### src/gpm_defines.vh
`ifndef GPM_DEFINES_VH
`define GPM_DEFINES_VH
// Register offsets on the controller register port
`define GPM_ADDR_W 10
`define GPM_OFS_TEST_SEL 10'h1E6
`define GPM_OFS_TEST_EN 10'h1E7
// Own register offsets for the pin controls
`define GPM_OFS_OUT_LO 10'h1C0
`define GPM_OFS_OUT_MID 10'h1C1
`define GPM_OFS_OUT_HI 10'h1C2
`define GPM_OFS_DIR_LO 10'h1C4
`define GPM_OFS_DIR_MID 10'h1C5
`define GPM_OFS_DIR_HI 10'h1C6
`define GPM_OFS_OD_LO 10'h1C8
`define GPM_OFS_OD_MID 10'h1C9
`define GPM_OFS_OD_HI 10'h1CA
`define GPM_OFS_IN_LO 10'h1CC
`define GPM_OFS_IN_MID 10'h1CD
`define GPM_OFS_IN_HI 10'h1CE
`define GPM_OFS_ALT_LO 10'h1D0
`define GPM_OFS_ALT_MID 10'h1D1
`define GPM_OFS_ALT_HI 10'h1D2
`define GPM_OFS_GPO 10'h1D4
`define GPM_OFS_BOOT_LO 10'h1D8
`define GPM_OFS_BOOT_HI 10'h1D9
// Widths
`define GPM_NIO 23
`define GPM_NGPO 8
// Reset values
`define GPM_RST_TEST_SEL 8'h00
`define GPM_RST_TEST_EN 8'h00
`define GPM_RST_BYTE 8'h00
`define GPM_RST_BOOT 16'h0000
// Field positions
`define GPM_TEST_EN_GPO_BIT 2
`define GPM_BOOT_DDC_SEL_BIT 12
`define GPM_BOOT_BAUD_HI_BIT 11
`define GPM_BOOT_BAUD_LO_BIT 10
// Pin indices with alternate functions
`define GPM_PIN_UART_RX 4
`define GPM_PIN_UART_TX 5
`define GPM_PIN_TIMER 3
`define GPM_PIN_EXT_IRQ 8
`define GPM_PIN_FLASH_WE 11
`define GPM_PIN_NVM_SDA 12
`define GPM_PIN_NVM_SCL 13
`define GPM_PIN_DDC_SCL 14
`define GPM_PIN_DDC_SDA 15
`define GPM_PIN_HOST_SDA 16
`define GPM_PIN_IRQ_OUT 21
`define GPM_PIN_HOST_SCL 22
`endif

### src/gpm_pin_mux.v
`include "gpm_defines.vh"
// Operation
// - 23 bidirectional and 8 output-only pins
// - Per-pin direction, open-drain, read and write
// - Output pins general only when test select is 00 and enable bit 2 set
// - Boot select swaps host and DDC pairs
// - Latch bootstrap pins at reset release
// - Baud select from bootstrap bits 11,10
// - Code 00 gives 115.2K, else 57.6K
// - Pins 0-2 carry PWM backlight outputs
// - Pin 3 feeds timer 1 count input
// - Pins 4,5 are UART receive and transmit
// - Pin 8 is active-low external interrupt
// - Pin 21 carries controller interrupt output
// - Pin 11 carries flash write strobe
// - Pins 12,13 are NVRAM serial data, clock
// - Pin 22 host clock, pin 16 host data
// - External ROM fetches every cycle, controller clock
module gpm_pin_mux (
    // Clock and reset
    input wire clk_i,
    input wire reset_i,
    // Controller register port
    input wire reg_wr_i,
    input wire reg_rd_i,
    input wire [9:0] reg_addr_i,
    input wire [7:0] reg_wdata_i,
    output reg [7:0] reg_rdata_o,
    // Bidirectional pins, oe low means driven
    input wire [22:0] pin_in_i,
    output reg [22:0] pin_out_o,
    output reg [22:0] pin_oe_n_o,
    // Output-only pins and test bus
    input wire [7:0] test_bus_i,
    output reg [7:0] gpo_pin_o,
    // ROM address pins sampled at reset release
    input wire [15:0] rom_addr_pins_i,
    // Alternate function engines
    input wire [2:0] pwm_i,
    input wire uart_tx_i,
    input wire ctl_irq_n_i,
    input wire flash_we_n_i,
    input wire nvm_sda_out_i,
    input wire nvm_scl_out_i,
    input wire host_sda_out_i,
    input wire ddc_scl_out_i,
    input wire ddc_sda_out_i,
    output reg timer1_count_o,
    output reg uart_rx_o,
    output reg ext_irq_n_o,
    output reg nvm_sda_in_o,
    output reg host_scl_in_o,
    output reg host_sda_in_o,
    output reg ddc_scl_in_o,
    output reg ddc_sda_in_o,
    // Bootstrap results
    output reg ddc_pin_pair_select_o,
    output reg baud_115k_o
);
    reg [7:0] test_sel_r; // Test output select
    reg [7:0] test_en_r; // Test output enable control
    reg [22:0] out_r; // Output values
    reg [22:0] dir_r; // 1 = output
    reg [22:0] od_r; // 1 = open drain
    reg [22:0] alt_r; // 1 = alternate function enabled
    reg [7:0] gpo_r; // Output-only values
    reg [15:0] boot_r; // Captured bootstrap word
    reg boot_pend_r; // High until first edge after reset release
    wire [22:0] pin_sync; // Synchronised pin levels
    wire [15:0] rom_sync; // Synchronised bootstrap pins
    reg [22:0] alt_on; // Alternate function actually in force
    reg [22:0] alt_out; // Alternate output value
    reg [22:0] alt_drv; // Alternate drives the pin
    reg [22:0] drv_nxt; // Final drive enable
    reg [22:0] val_nxt; // Final output value
    reg [7:0] rd_nxt; // Read data mux
    reg ddc_sel; // Current pair select
    integer i;

    // Pin inputs pass two flops before use
    gpm_sync2 #(.W(23)) u_pin_sync (
        .clk_i(clk_i),
        .d_i(pin_in_i),
        .q_o(pin_sync)
    );
    // Strap synchroniser runs through reset so capture sees real levels
    gpm_sync2 #(.W(16)) u_rom_sync (
        .clk_i(clk_i),
        .d_i(rom_addr_pins_i),
        .q_o(rom_sync)
    );

    // Register writes; bootstrap captured once after release
    always @(posedge clk_i or posedge reset_i) begin
        if (reset_i) begin
            test_sel_r <= `GPM_RST_TEST_SEL;
            test_en_r <= `GPM_RST_TEST_EN;
            out_r <= 23'h000000;
            dir_r <= 23'h000000;
            od_r <= 23'h000000;
            alt_r <= 23'h000000;
            gpo_r <= `GPM_RST_BYTE;
            boot_r <= `GPM_RST_BOOT;
            boot_pend_r <= 1'b1;
        end else begin
            // Straps crossed the synchroniser during reset; latch on first edge
            if (boot_pend_r) begin
                boot_r <= rom_sync;
                boot_pend_r <= 1'b0;
            end
            if (reg_wr_i) begin
                case (reg_addr_i)
                    `GPM_OFS_TEST_SEL: test_sel_r <= reg_wdata_i;
                    `GPM_OFS_TEST_EN: test_en_r <= reg_wdata_i;
                    `GPM_OFS_OUT_LO: out_r[7:0] <= reg_wdata_i;
                    `GPM_OFS_OUT_MID: out_r[15:8] <= reg_wdata_i;
                    `GPM_OFS_OUT_HI: out_r[22:16] <= reg_wdata_i[6:0];
                    `GPM_OFS_DIR_LO: dir_r[7:0] <= reg_wdata_i;
                    `GPM_OFS_DIR_MID: dir_r[15:8] <= reg_wdata_i;
                    `GPM_OFS_DIR_HI: dir_r[22:16] <= reg_wdata_i[6:0];
                    `GPM_OFS_OD_LO: od_r[7:0] <= reg_wdata_i;
                    `GPM_OFS_OD_MID: od_r[15:8] <= reg_wdata_i;
                    `GPM_OFS_OD_HI: od_r[22:16] <= reg_wdata_i[6:0];
                    `GPM_OFS_ALT_LO: alt_r[7:0] <= reg_wdata_i;
                    `GPM_OFS_ALT_MID: alt_r[15:8] <= reg_wdata_i;
                    `GPM_OFS_ALT_HI: alt_r[22:16] <= reg_wdata_i[6:0];
                    `GPM_OFS_GPO: gpo_r <= reg_wdata_i;
                    default: ; // Unmapped writes ignored
                endcase
            end
        end
    end

    // Alternate function routing per pin
    always @* begin
        ddc_sel = boot_r[`GPM_BOOT_DDC_SEL_BIT];
        alt_on = alt_r;
        alt_out = 23'h000000;
        alt_drv = 23'h000000;
        // Host and DDC pairs follow the bootstrap select, not the alt bits
        alt_on[`GPM_PIN_HOST_SCL] = ddc_sel;
        alt_on[`GPM_PIN_HOST_SDA] = ddc_sel;
        alt_on[`GPM_PIN_DDC_SCL] = ~ddc_sel;
        alt_on[`GPM_PIN_DDC_SDA] = ~ddc_sel;
        alt_out[2:0] = pwm_i;
        alt_drv[2:0] = 3'h7;
        alt_out[`GPM_PIN_UART_TX] = uart_tx_i;
        alt_drv[`GPM_PIN_UART_TX] = 1'b1;
        alt_out[`GPM_PIN_IRQ_OUT] = ctl_irq_n_i;
        alt_drv[`GPM_PIN_IRQ_OUT] = 1'b1;
        alt_out[`GPM_PIN_FLASH_WE] = flash_we_n_i;
        alt_drv[`GPM_PIN_FLASH_WE] = 1'b1;
        // Two-wire lines only pull low, as open drain
        alt_drv[`GPM_PIN_NVM_SDA] = ~nvm_sda_out_i;
        alt_drv[`GPM_PIN_NVM_SCL] = ~nvm_scl_out_i;
        alt_drv[`GPM_PIN_HOST_SDA] = ~host_sda_out_i;
        alt_drv[`GPM_PIN_DDC_SCL] = ~ddc_scl_out_i;
        alt_drv[`GPM_PIN_DDC_SDA] = ~ddc_sda_out_i;
        // Timer, UART rx, ext irq and host clock are inputs: no drive
        for (i = 0; i < `GPM_NIO; i = i + 1) begin
            if (alt_on[i]) begin
                val_nxt[i] = alt_out[i];
                drv_nxt[i] = alt_drv[i];
            end else begin
                val_nxt[i] = out_r[i];
                // Open drain drives only a low
                drv_nxt[i] = dir_r[i] & ~(od_r[i] & out_r[i]);
            end
        end
    end

    // Register read mux
    always @* begin
        case (reg_addr_i)
            `GPM_OFS_TEST_SEL: rd_nxt = test_sel_r;
            `GPM_OFS_TEST_EN: rd_nxt = test_en_r;
            `GPM_OFS_OUT_LO: rd_nxt = out_r[7:0];
            `GPM_OFS_OUT_MID: rd_nxt = out_r[15:8];
            `GPM_OFS_OUT_HI: rd_nxt = {1'b0, out_r[22:16]};
            `GPM_OFS_DIR_LO: rd_nxt = dir_r[7:0];
            `GPM_OFS_DIR_MID: rd_nxt = dir_r[15:8];
            `GPM_OFS_DIR_HI: rd_nxt = {1'b0, dir_r[22:16]};
            `GPM_OFS_OD_LO: rd_nxt = od_r[7:0];
            `GPM_OFS_OD_MID: rd_nxt = od_r[15:8];
            `GPM_OFS_OD_HI: rd_nxt = {1'b0, od_r[22:16]};
            `GPM_OFS_IN_LO: rd_nxt = pin_sync[7:0];
            `GPM_OFS_IN_MID: rd_nxt = pin_sync[15:8];
            `GPM_OFS_IN_HI: rd_nxt = {1'b0, pin_sync[22:16]};
            `GPM_OFS_ALT_LO: rd_nxt = alt_r[7:0];
            `GPM_OFS_ALT_MID: rd_nxt = alt_r[15:8];
            `GPM_OFS_ALT_HI: rd_nxt = {1'b0, alt_r[22:16]};
            `GPM_OFS_GPO: rd_nxt = gpo_r;
            `GPM_OFS_BOOT_LO: rd_nxt = boot_r[7:0];
            `GPM_OFS_BOOT_HI: rd_nxt = boot_r[15:8];
            default: rd_nxt = 8'h00; // Unmapped reads zero
        endcase
    end

    // Registered pin and function outputs
    always @(posedge clk_i or posedge reset_i) begin
        if (reset_i) begin
            reg_rdata_o <= 8'h00;
            pin_out_o <= 23'h000000;
            pin_oe_n_o <= 23'h7FFFFF; // All released during reset
            gpo_pin_o <= 8'h00;
            timer1_count_o <= 1'b0;
            uart_rx_o <= 1'b1;
            ext_irq_n_o <= 1'b1;
            nvm_sda_in_o <= 1'b1;
            host_scl_in_o <= 1'b1;
            host_sda_in_o <= 1'b1;
            ddc_scl_in_o <= 1'b1;
            ddc_sda_in_o <= 1'b1;
            ddc_pin_pair_select_o <= 1'b0;
            baud_115k_o <= 1'b0;
        end else begin
            reg_rdata_o <= reg_rd_i ? rd_nxt : 8'h00;
            pin_out_o <= val_nxt;
            pin_oe_n_o <= ~drv_nxt;
            // Test bus owns the pads unless both controls agree
            if (test_sel_r == 8'h00 && test_en_r[`GPM_TEST_EN_GPO_BIT]) begin
                gpo_pin_o <= gpo_r;
            end else begin
                gpo_pin_o <= test_bus_i;
            end
            // Inputs read only when function is enabled; idle level otherwise
            timer1_count_o <= alt_r[`GPM_PIN_TIMER] & pin_sync[`GPM_PIN_TIMER];
            uart_rx_o <= ~alt_r[`GPM_PIN_UART_RX] | pin_sync[`GPM_PIN_UART_RX];
            ext_irq_n_o <= ~alt_on[`GPM_PIN_EXT_IRQ] | pin_sync[`GPM_PIN_EXT_IRQ];
            nvm_sda_in_o <= ~alt_r[`GPM_PIN_NVM_SDA] | pin_sync[`GPM_PIN_NVM_SDA];
            host_scl_in_o <= ~alt_on[`GPM_PIN_HOST_SCL] | pin_sync[`GPM_PIN_HOST_SCL];
            host_sda_in_o <= ~alt_on[`GPM_PIN_HOST_SDA] | pin_sync[`GPM_PIN_HOST_SDA];
            ddc_scl_in_o <= ~alt_on[`GPM_PIN_DDC_SCL] | pin_sync[`GPM_PIN_DDC_SCL];
            ddc_sda_in_o <= ~alt_on[`GPM_PIN_DDC_SDA] | pin_sync[`GPM_PIN_DDC_SDA];
            ddc_pin_pair_select_o <= ddc_sel;
            // Only code 00 is the fast rate
            baud_115k_o <= ~(boot_r[`GPM_BOOT_BAUD_HI_BIT] | boot_r[`GPM_BOOT_BAUD_LO_BIT]);
        end
    end
    // External ROM fetch timing lives in the controller clock domain;
    // this block adds no wait states on that path.
endmodule

### src/gpm_sync2.v
`include "gpm_defines.vh"
// Two-stage synchroniser for a vector of pin levels
module gpm_sync2 #(
    parameter W = 1
) (
    // Clock
    input wire clk_i,
    // Data
    input wire [W-1:0] d_i,
    output wire [W-1:0] q_o
);
    reg [W-1:0] meta_r; // First stage, read only by the second
    reg [W-1:0] sync_r; // Second stage, safe to use
    // Plain double flop with no reset: it keeps sampling while reset holds,
    // so bootstrap straps are through both stages at the first edge after release
    always @(posedge clk_i) begin
        meta_r <= d_i;
        sync_r <= meta_r;
    end
    assign q_o = sync_r;
endmodule
### config.mk
export PLATFORM = sky130hd
export DESIGN_NAME = gpm_pin_mux
export DESIGN_NICKNAME = d
export VERILOG_FILES = /design/src/gpm_pin_mux.v /design/src/gpm_sync2.v
export VERILOG_INCLUDE_DIRS = /design/src
export SDC_FILE = /design/constraint.sdc
export NUM_CORES = 1
export LEC_CHECK = 0
export BUFFER_PORTS_ARGS = -buffer_cell sky130_fd_sc_hd__buf_2
export CAP_MARGIN = 20
export CORE_AREA = 2 2 137 139
export CTS_CLUSTER_DIAMETER = 30
export DETAILED_ROUTE_END_ITERATION = 10
export DIE_AREA = 0 0 139 141
export GPL_TIMING_DRIVEN = 0
export PLACE_DENSITY = 0.83
export SLEW_MARGIN = 20
export SYNTH_ARGS = -nofsm -noshare
export SYNTH_HDL_FRONTEND = slang
export SYNTH_HIERARCHICAL = 1
export SYNTH_SLANG_ARGS = --single-unit
export TNS_END_PERCENT = 10
### constraint.sdc
create_clock -name clk_i -period 10.7 [get_ports clk_i]
set_clock_uncertainty 0.1 [all_clocks]
set_input_delay 0.535 -clock clk_i [delete_from_list [all_inputs] [get_ports clk_i]]
set_output_delay 0.535 -clock clk_i [all_outputs]
set_load 0.05 [all_outputs]
==> metrics.md <==
| Metric | Value |
|---|---|
| Status | `finished, violations left` |
| Failing checks | `hold timing` |
| Synth Register Bits | `283` |
| FMAX | `437.8 MHz` |
| Avg Vias per Cell | `6.023` |
| Max-cap violations | `0` |
| Total GRT Usage | `0.3042` |
| WL met3 | `2725 um` |
| Post-synthesis xor/xnor area fraction | `0` |
| First-pass GRT wire length | `45550 um` |
| Post-Synth Adder-Cell Area | `0` |
| Layout cells sized above 1 | `0.4552` |
| Fraction of registers with async set or reset after synthesis | `0.7244` |
| Htree depth | `2` |
| Netlist cell types | `63` |
| Worst-margin pin slew | `0.8845 ns` |
| Synth Instances | `771` |
| WS Path Type | `input port to register` |
| Worst slew margin | `0.4058` |
| Die Span Y | `141 um` |
| Storage cell area | `0.006730 mm^2` |
| Pin count of the biggest net entering global routing | `107` |
| Post-DP HPWL | `18360 um` |
| Seq/Total Area, Yosys | `0.6228` |
| Clock Latency Late Sink | `0.53 ns` |
| # diodes | `0` |
| Leakage power | `0.006430 uW` |
| Via count | `7589` |
| GPL Wtd Cong | `1.000` |
| Total setup buffers inserted after CTS | `0` |
| Final Hold Viols | `1` |
| Compound-gate portion of the synthesized area | `0.05002` |
| CP Data Required Time | `11.00 ns` |
| Starting density of the core | `0.5916` |
| Final nets | `1069` |
| WP data arrival | `2.58 ns` |
| Root buf cell | `clkbuf_16` |
| Post-layout min period | `2.284 ns` |
| Hold_buf cts | `20` |
| Tcrit/Tclk final | `0.2135` |
| Met1 WL | `11510 um` |
| Quantity of gates resized following cts | `0` |
| Filler cells | `1086` |
| Multi-input combinational cell area | `0.003869 mm^2` |
| Drc violations | `0` |
| Grt ovf | `0` |
| Routed met2 length | `14040 um` |
| Largest family of logic cells by synthesized area | `multiplexers` |
| Final setup TNS | `0 ns` |
| Die area | `0.01960 mm^2` |
| Highest routed layer | `met5` |
| WL final | `29790 um` |
| Most used flip-flop cell after synthesis | `dfrtp_1` |
| Ys Warns | `6` |
| Post-route antenna net violation count | `0` |
| Mapped cell area | `0.01081 mm^2` |
| Startpoint Class | `input port` |
| Clock sinks | `283` |
| Hold Slack | `-0.007117 ns` |
| EDFF count, synth | `0` |
| Simple-Gate Fraction of Synth Area | `0.1018` |
| Post-synth net total | `851` |
| RSZ-0062 raised after global routing | `false` |
| Highest-count cells in the layout ignoring fill and taps | `dfrtp_1, buf_2, mux2_2` |
| Io pins | `152` |
| Post-synthesis mux area share | `0.2059` |
| Worst-path clk slew | `0.06 ns` |
| Syn Area/Cell | `14.02 um^2` |
| DR WL/cell | `23.64 um` |
| Area grow syn2layout | `26.99%` |
| CTS max path bufs | `3` |
| Max-slew violation count | `0` |
| Die width | `139 um` |
| Vias in the first global route | `8010` |
| Tightest Hold Check Type | `input port to async pin` |
| Initial DRC count | `724` |
| Port Buffers | `147` |
| Most common cell after layout, fill and taps aside | `dfrtp_1` |
| CP max FO | `10` |
| Crit. End Element | `register` |
| CORE AREA | `0.01827 mm^2` |
| Pwr dens | `204.9 mW/mm^2` |
| # rows | `50` |
| CTS buffer count | `45` |
| Setup violations, final | `0` |
| DR pass1 iterations | `5` |
| VDD IR max | `0.1903 mV` |
| CTS tree | `done` |
| Worst r2r path cells | `3` |
| Initial antenna violation count | `1` |
[metal layers]
layer  vias up  track usage
li1       3244            -
met3       131      0.07099
met1      3729       0.3864
met2       483       0.4962
met5         -            0
met4         2       0.1505
[cell type report]
cell class	instances	area share
clock inverters	29	0.02890
repair buffers	171	0.07239
well taps	234	0.02133
inverters	1	0.0008206
multi-input cells	447	0.2819
flip-flops and latches	283	0.4904
clock buffers	55	0.08935
plain buffers	40	0.01486
[cell families after synthesis]
family	Yosys count
buffers and inverters	41
multiplexers	201
other	1
flip-flops	283
AND/OR/NAND/NOR	169
AO/OA/AOI/OAI	76
[flip-flops by register name (all words and copies together) (netlist names), 8 cells and up]
| register | count |
|---|---|
| pin_out_o | 23 |
| alt_r | 23 |
| u_rom_sync/q_o | 16 |
| out_r | 23 |
| u_pin_sync/meta_r | 23 |
| test_sel_r | 8 |
| reg_rdata_o | 8 |
| pin_oe_n_o | 23 |
| test_en_r | 8 |
| u_pin_sync/q_o | 23 |
| dir_r | 23 |
| boot_r | 16 |
| gpo_r | 8 |
| od_r | 23 |
| u_rom_sync/meta_r | 16 |
| gpo_pin_o | 8 |
[critical path, cell delays in order]
cell and delay, ns:
buf_2 0.13, buf_2 0.18, nor4b_4 0.78, nand3_2 0.52, mux2_2 0.44
[Yosys cell counts (2+ instances only)]
cell       number  share of area
a21oi_1        13         0.0060
mux2_2        160           0.17
dfxtp_1        78           0.14
and3_1          4         0.0023
a211oi_1        5         0.0035
nand3b_1       16          0.011
nand2_1        38          0.013
a31oi_1         6         0.0035
nor4_1          2         0.0012
or2_2           2         0.0012
and2_1          3         0.0017
dfrtp_1       174           0.40
buf_6           2         0.0021
a221oi_1        2         0.0016
nand3_2        12          0.011
buf_1           5         0.0017
nor2_1         12         0.0042
nand4b_1        4         0.0032
or4_1           2         0.0014
a22o_1          3         0.0024
nor3_1         12         0.0056
a22oi_1         7         0.0049
buf_4           6         0.0042
nand2b_1       10         0.0058
o31a_1          6         0.0049
nor3b_1         2         0.0014
o22ai_1         7         0.0041
o22a_1          3         0.0024
buf_2          13         0.0060
nand4_2         2         0.0023
nand4_1         5         0.0029
o221ai_1        2         0.0016
mux2i_1        40          0.037
clkbuf_1       14         0.0049
o21ai_0         7         0.0032
nor2_2          3         0.0017
nor4b_4         2         0.0044
dfstp_2        31          0.075
a32oi_1         3         0.0024
nor2b_1        20          0.012
o2bb2ai_1       4         0.0032
nand3_1         8         0.0037
[path summary, 6_finish.rpt]
path,start,endpoint,slack (ns)
max,reg_addr_i[1],dir_r[2]$_DFFE_PP0P_,8.42
max reg2reg,boot_pend_r$_DFF_PP1_,boot_r[5]$_DFFE_PP0P_,8.71
max in group asynchronous,reset_i,gpo_r[1]$_DFFE_PP0P_,9.55
min in group clk_i,rom_addr_pins_i[6],u_rom_sync/meta_r[6]$_DFF_P_,0.01
min reg2reg,u_pin_sync/meta_r[17]$_DFF_P_,u_pin_sync/q_o[17]$_DFF_P_,0.22
min,reset_i,pin_out_o[16]$_DFF_PP0_,-0.007
[report_power, final]
part | switching [uW] | total [uW] | internal (uW)
clock | 528 | 1530 | 1000
combinational | 103 | 159 | 55.4
sequential | 19.0 | 1120 | 1110
total | 651 | 2810 | 2160
[metrics by stage]
stage	cell area [um^2]	total power [uW]	util	setup WS [ns]	instances
2_1_floorplan	10810	1233	-	4.521	771
3_3_place_gp	11840	1286	0.6479	2.449	1152
3_5_place_dp	11870	1291	0.6498	7.979	1153
4_1_cts	13690	2819	0.7496	8.519	1257
5_1_grt	13720	2886	0.7512	8.438	1260
6_report	13720	2812	0.7512	8.416	1260
Power figures use the tool's default switching activity.
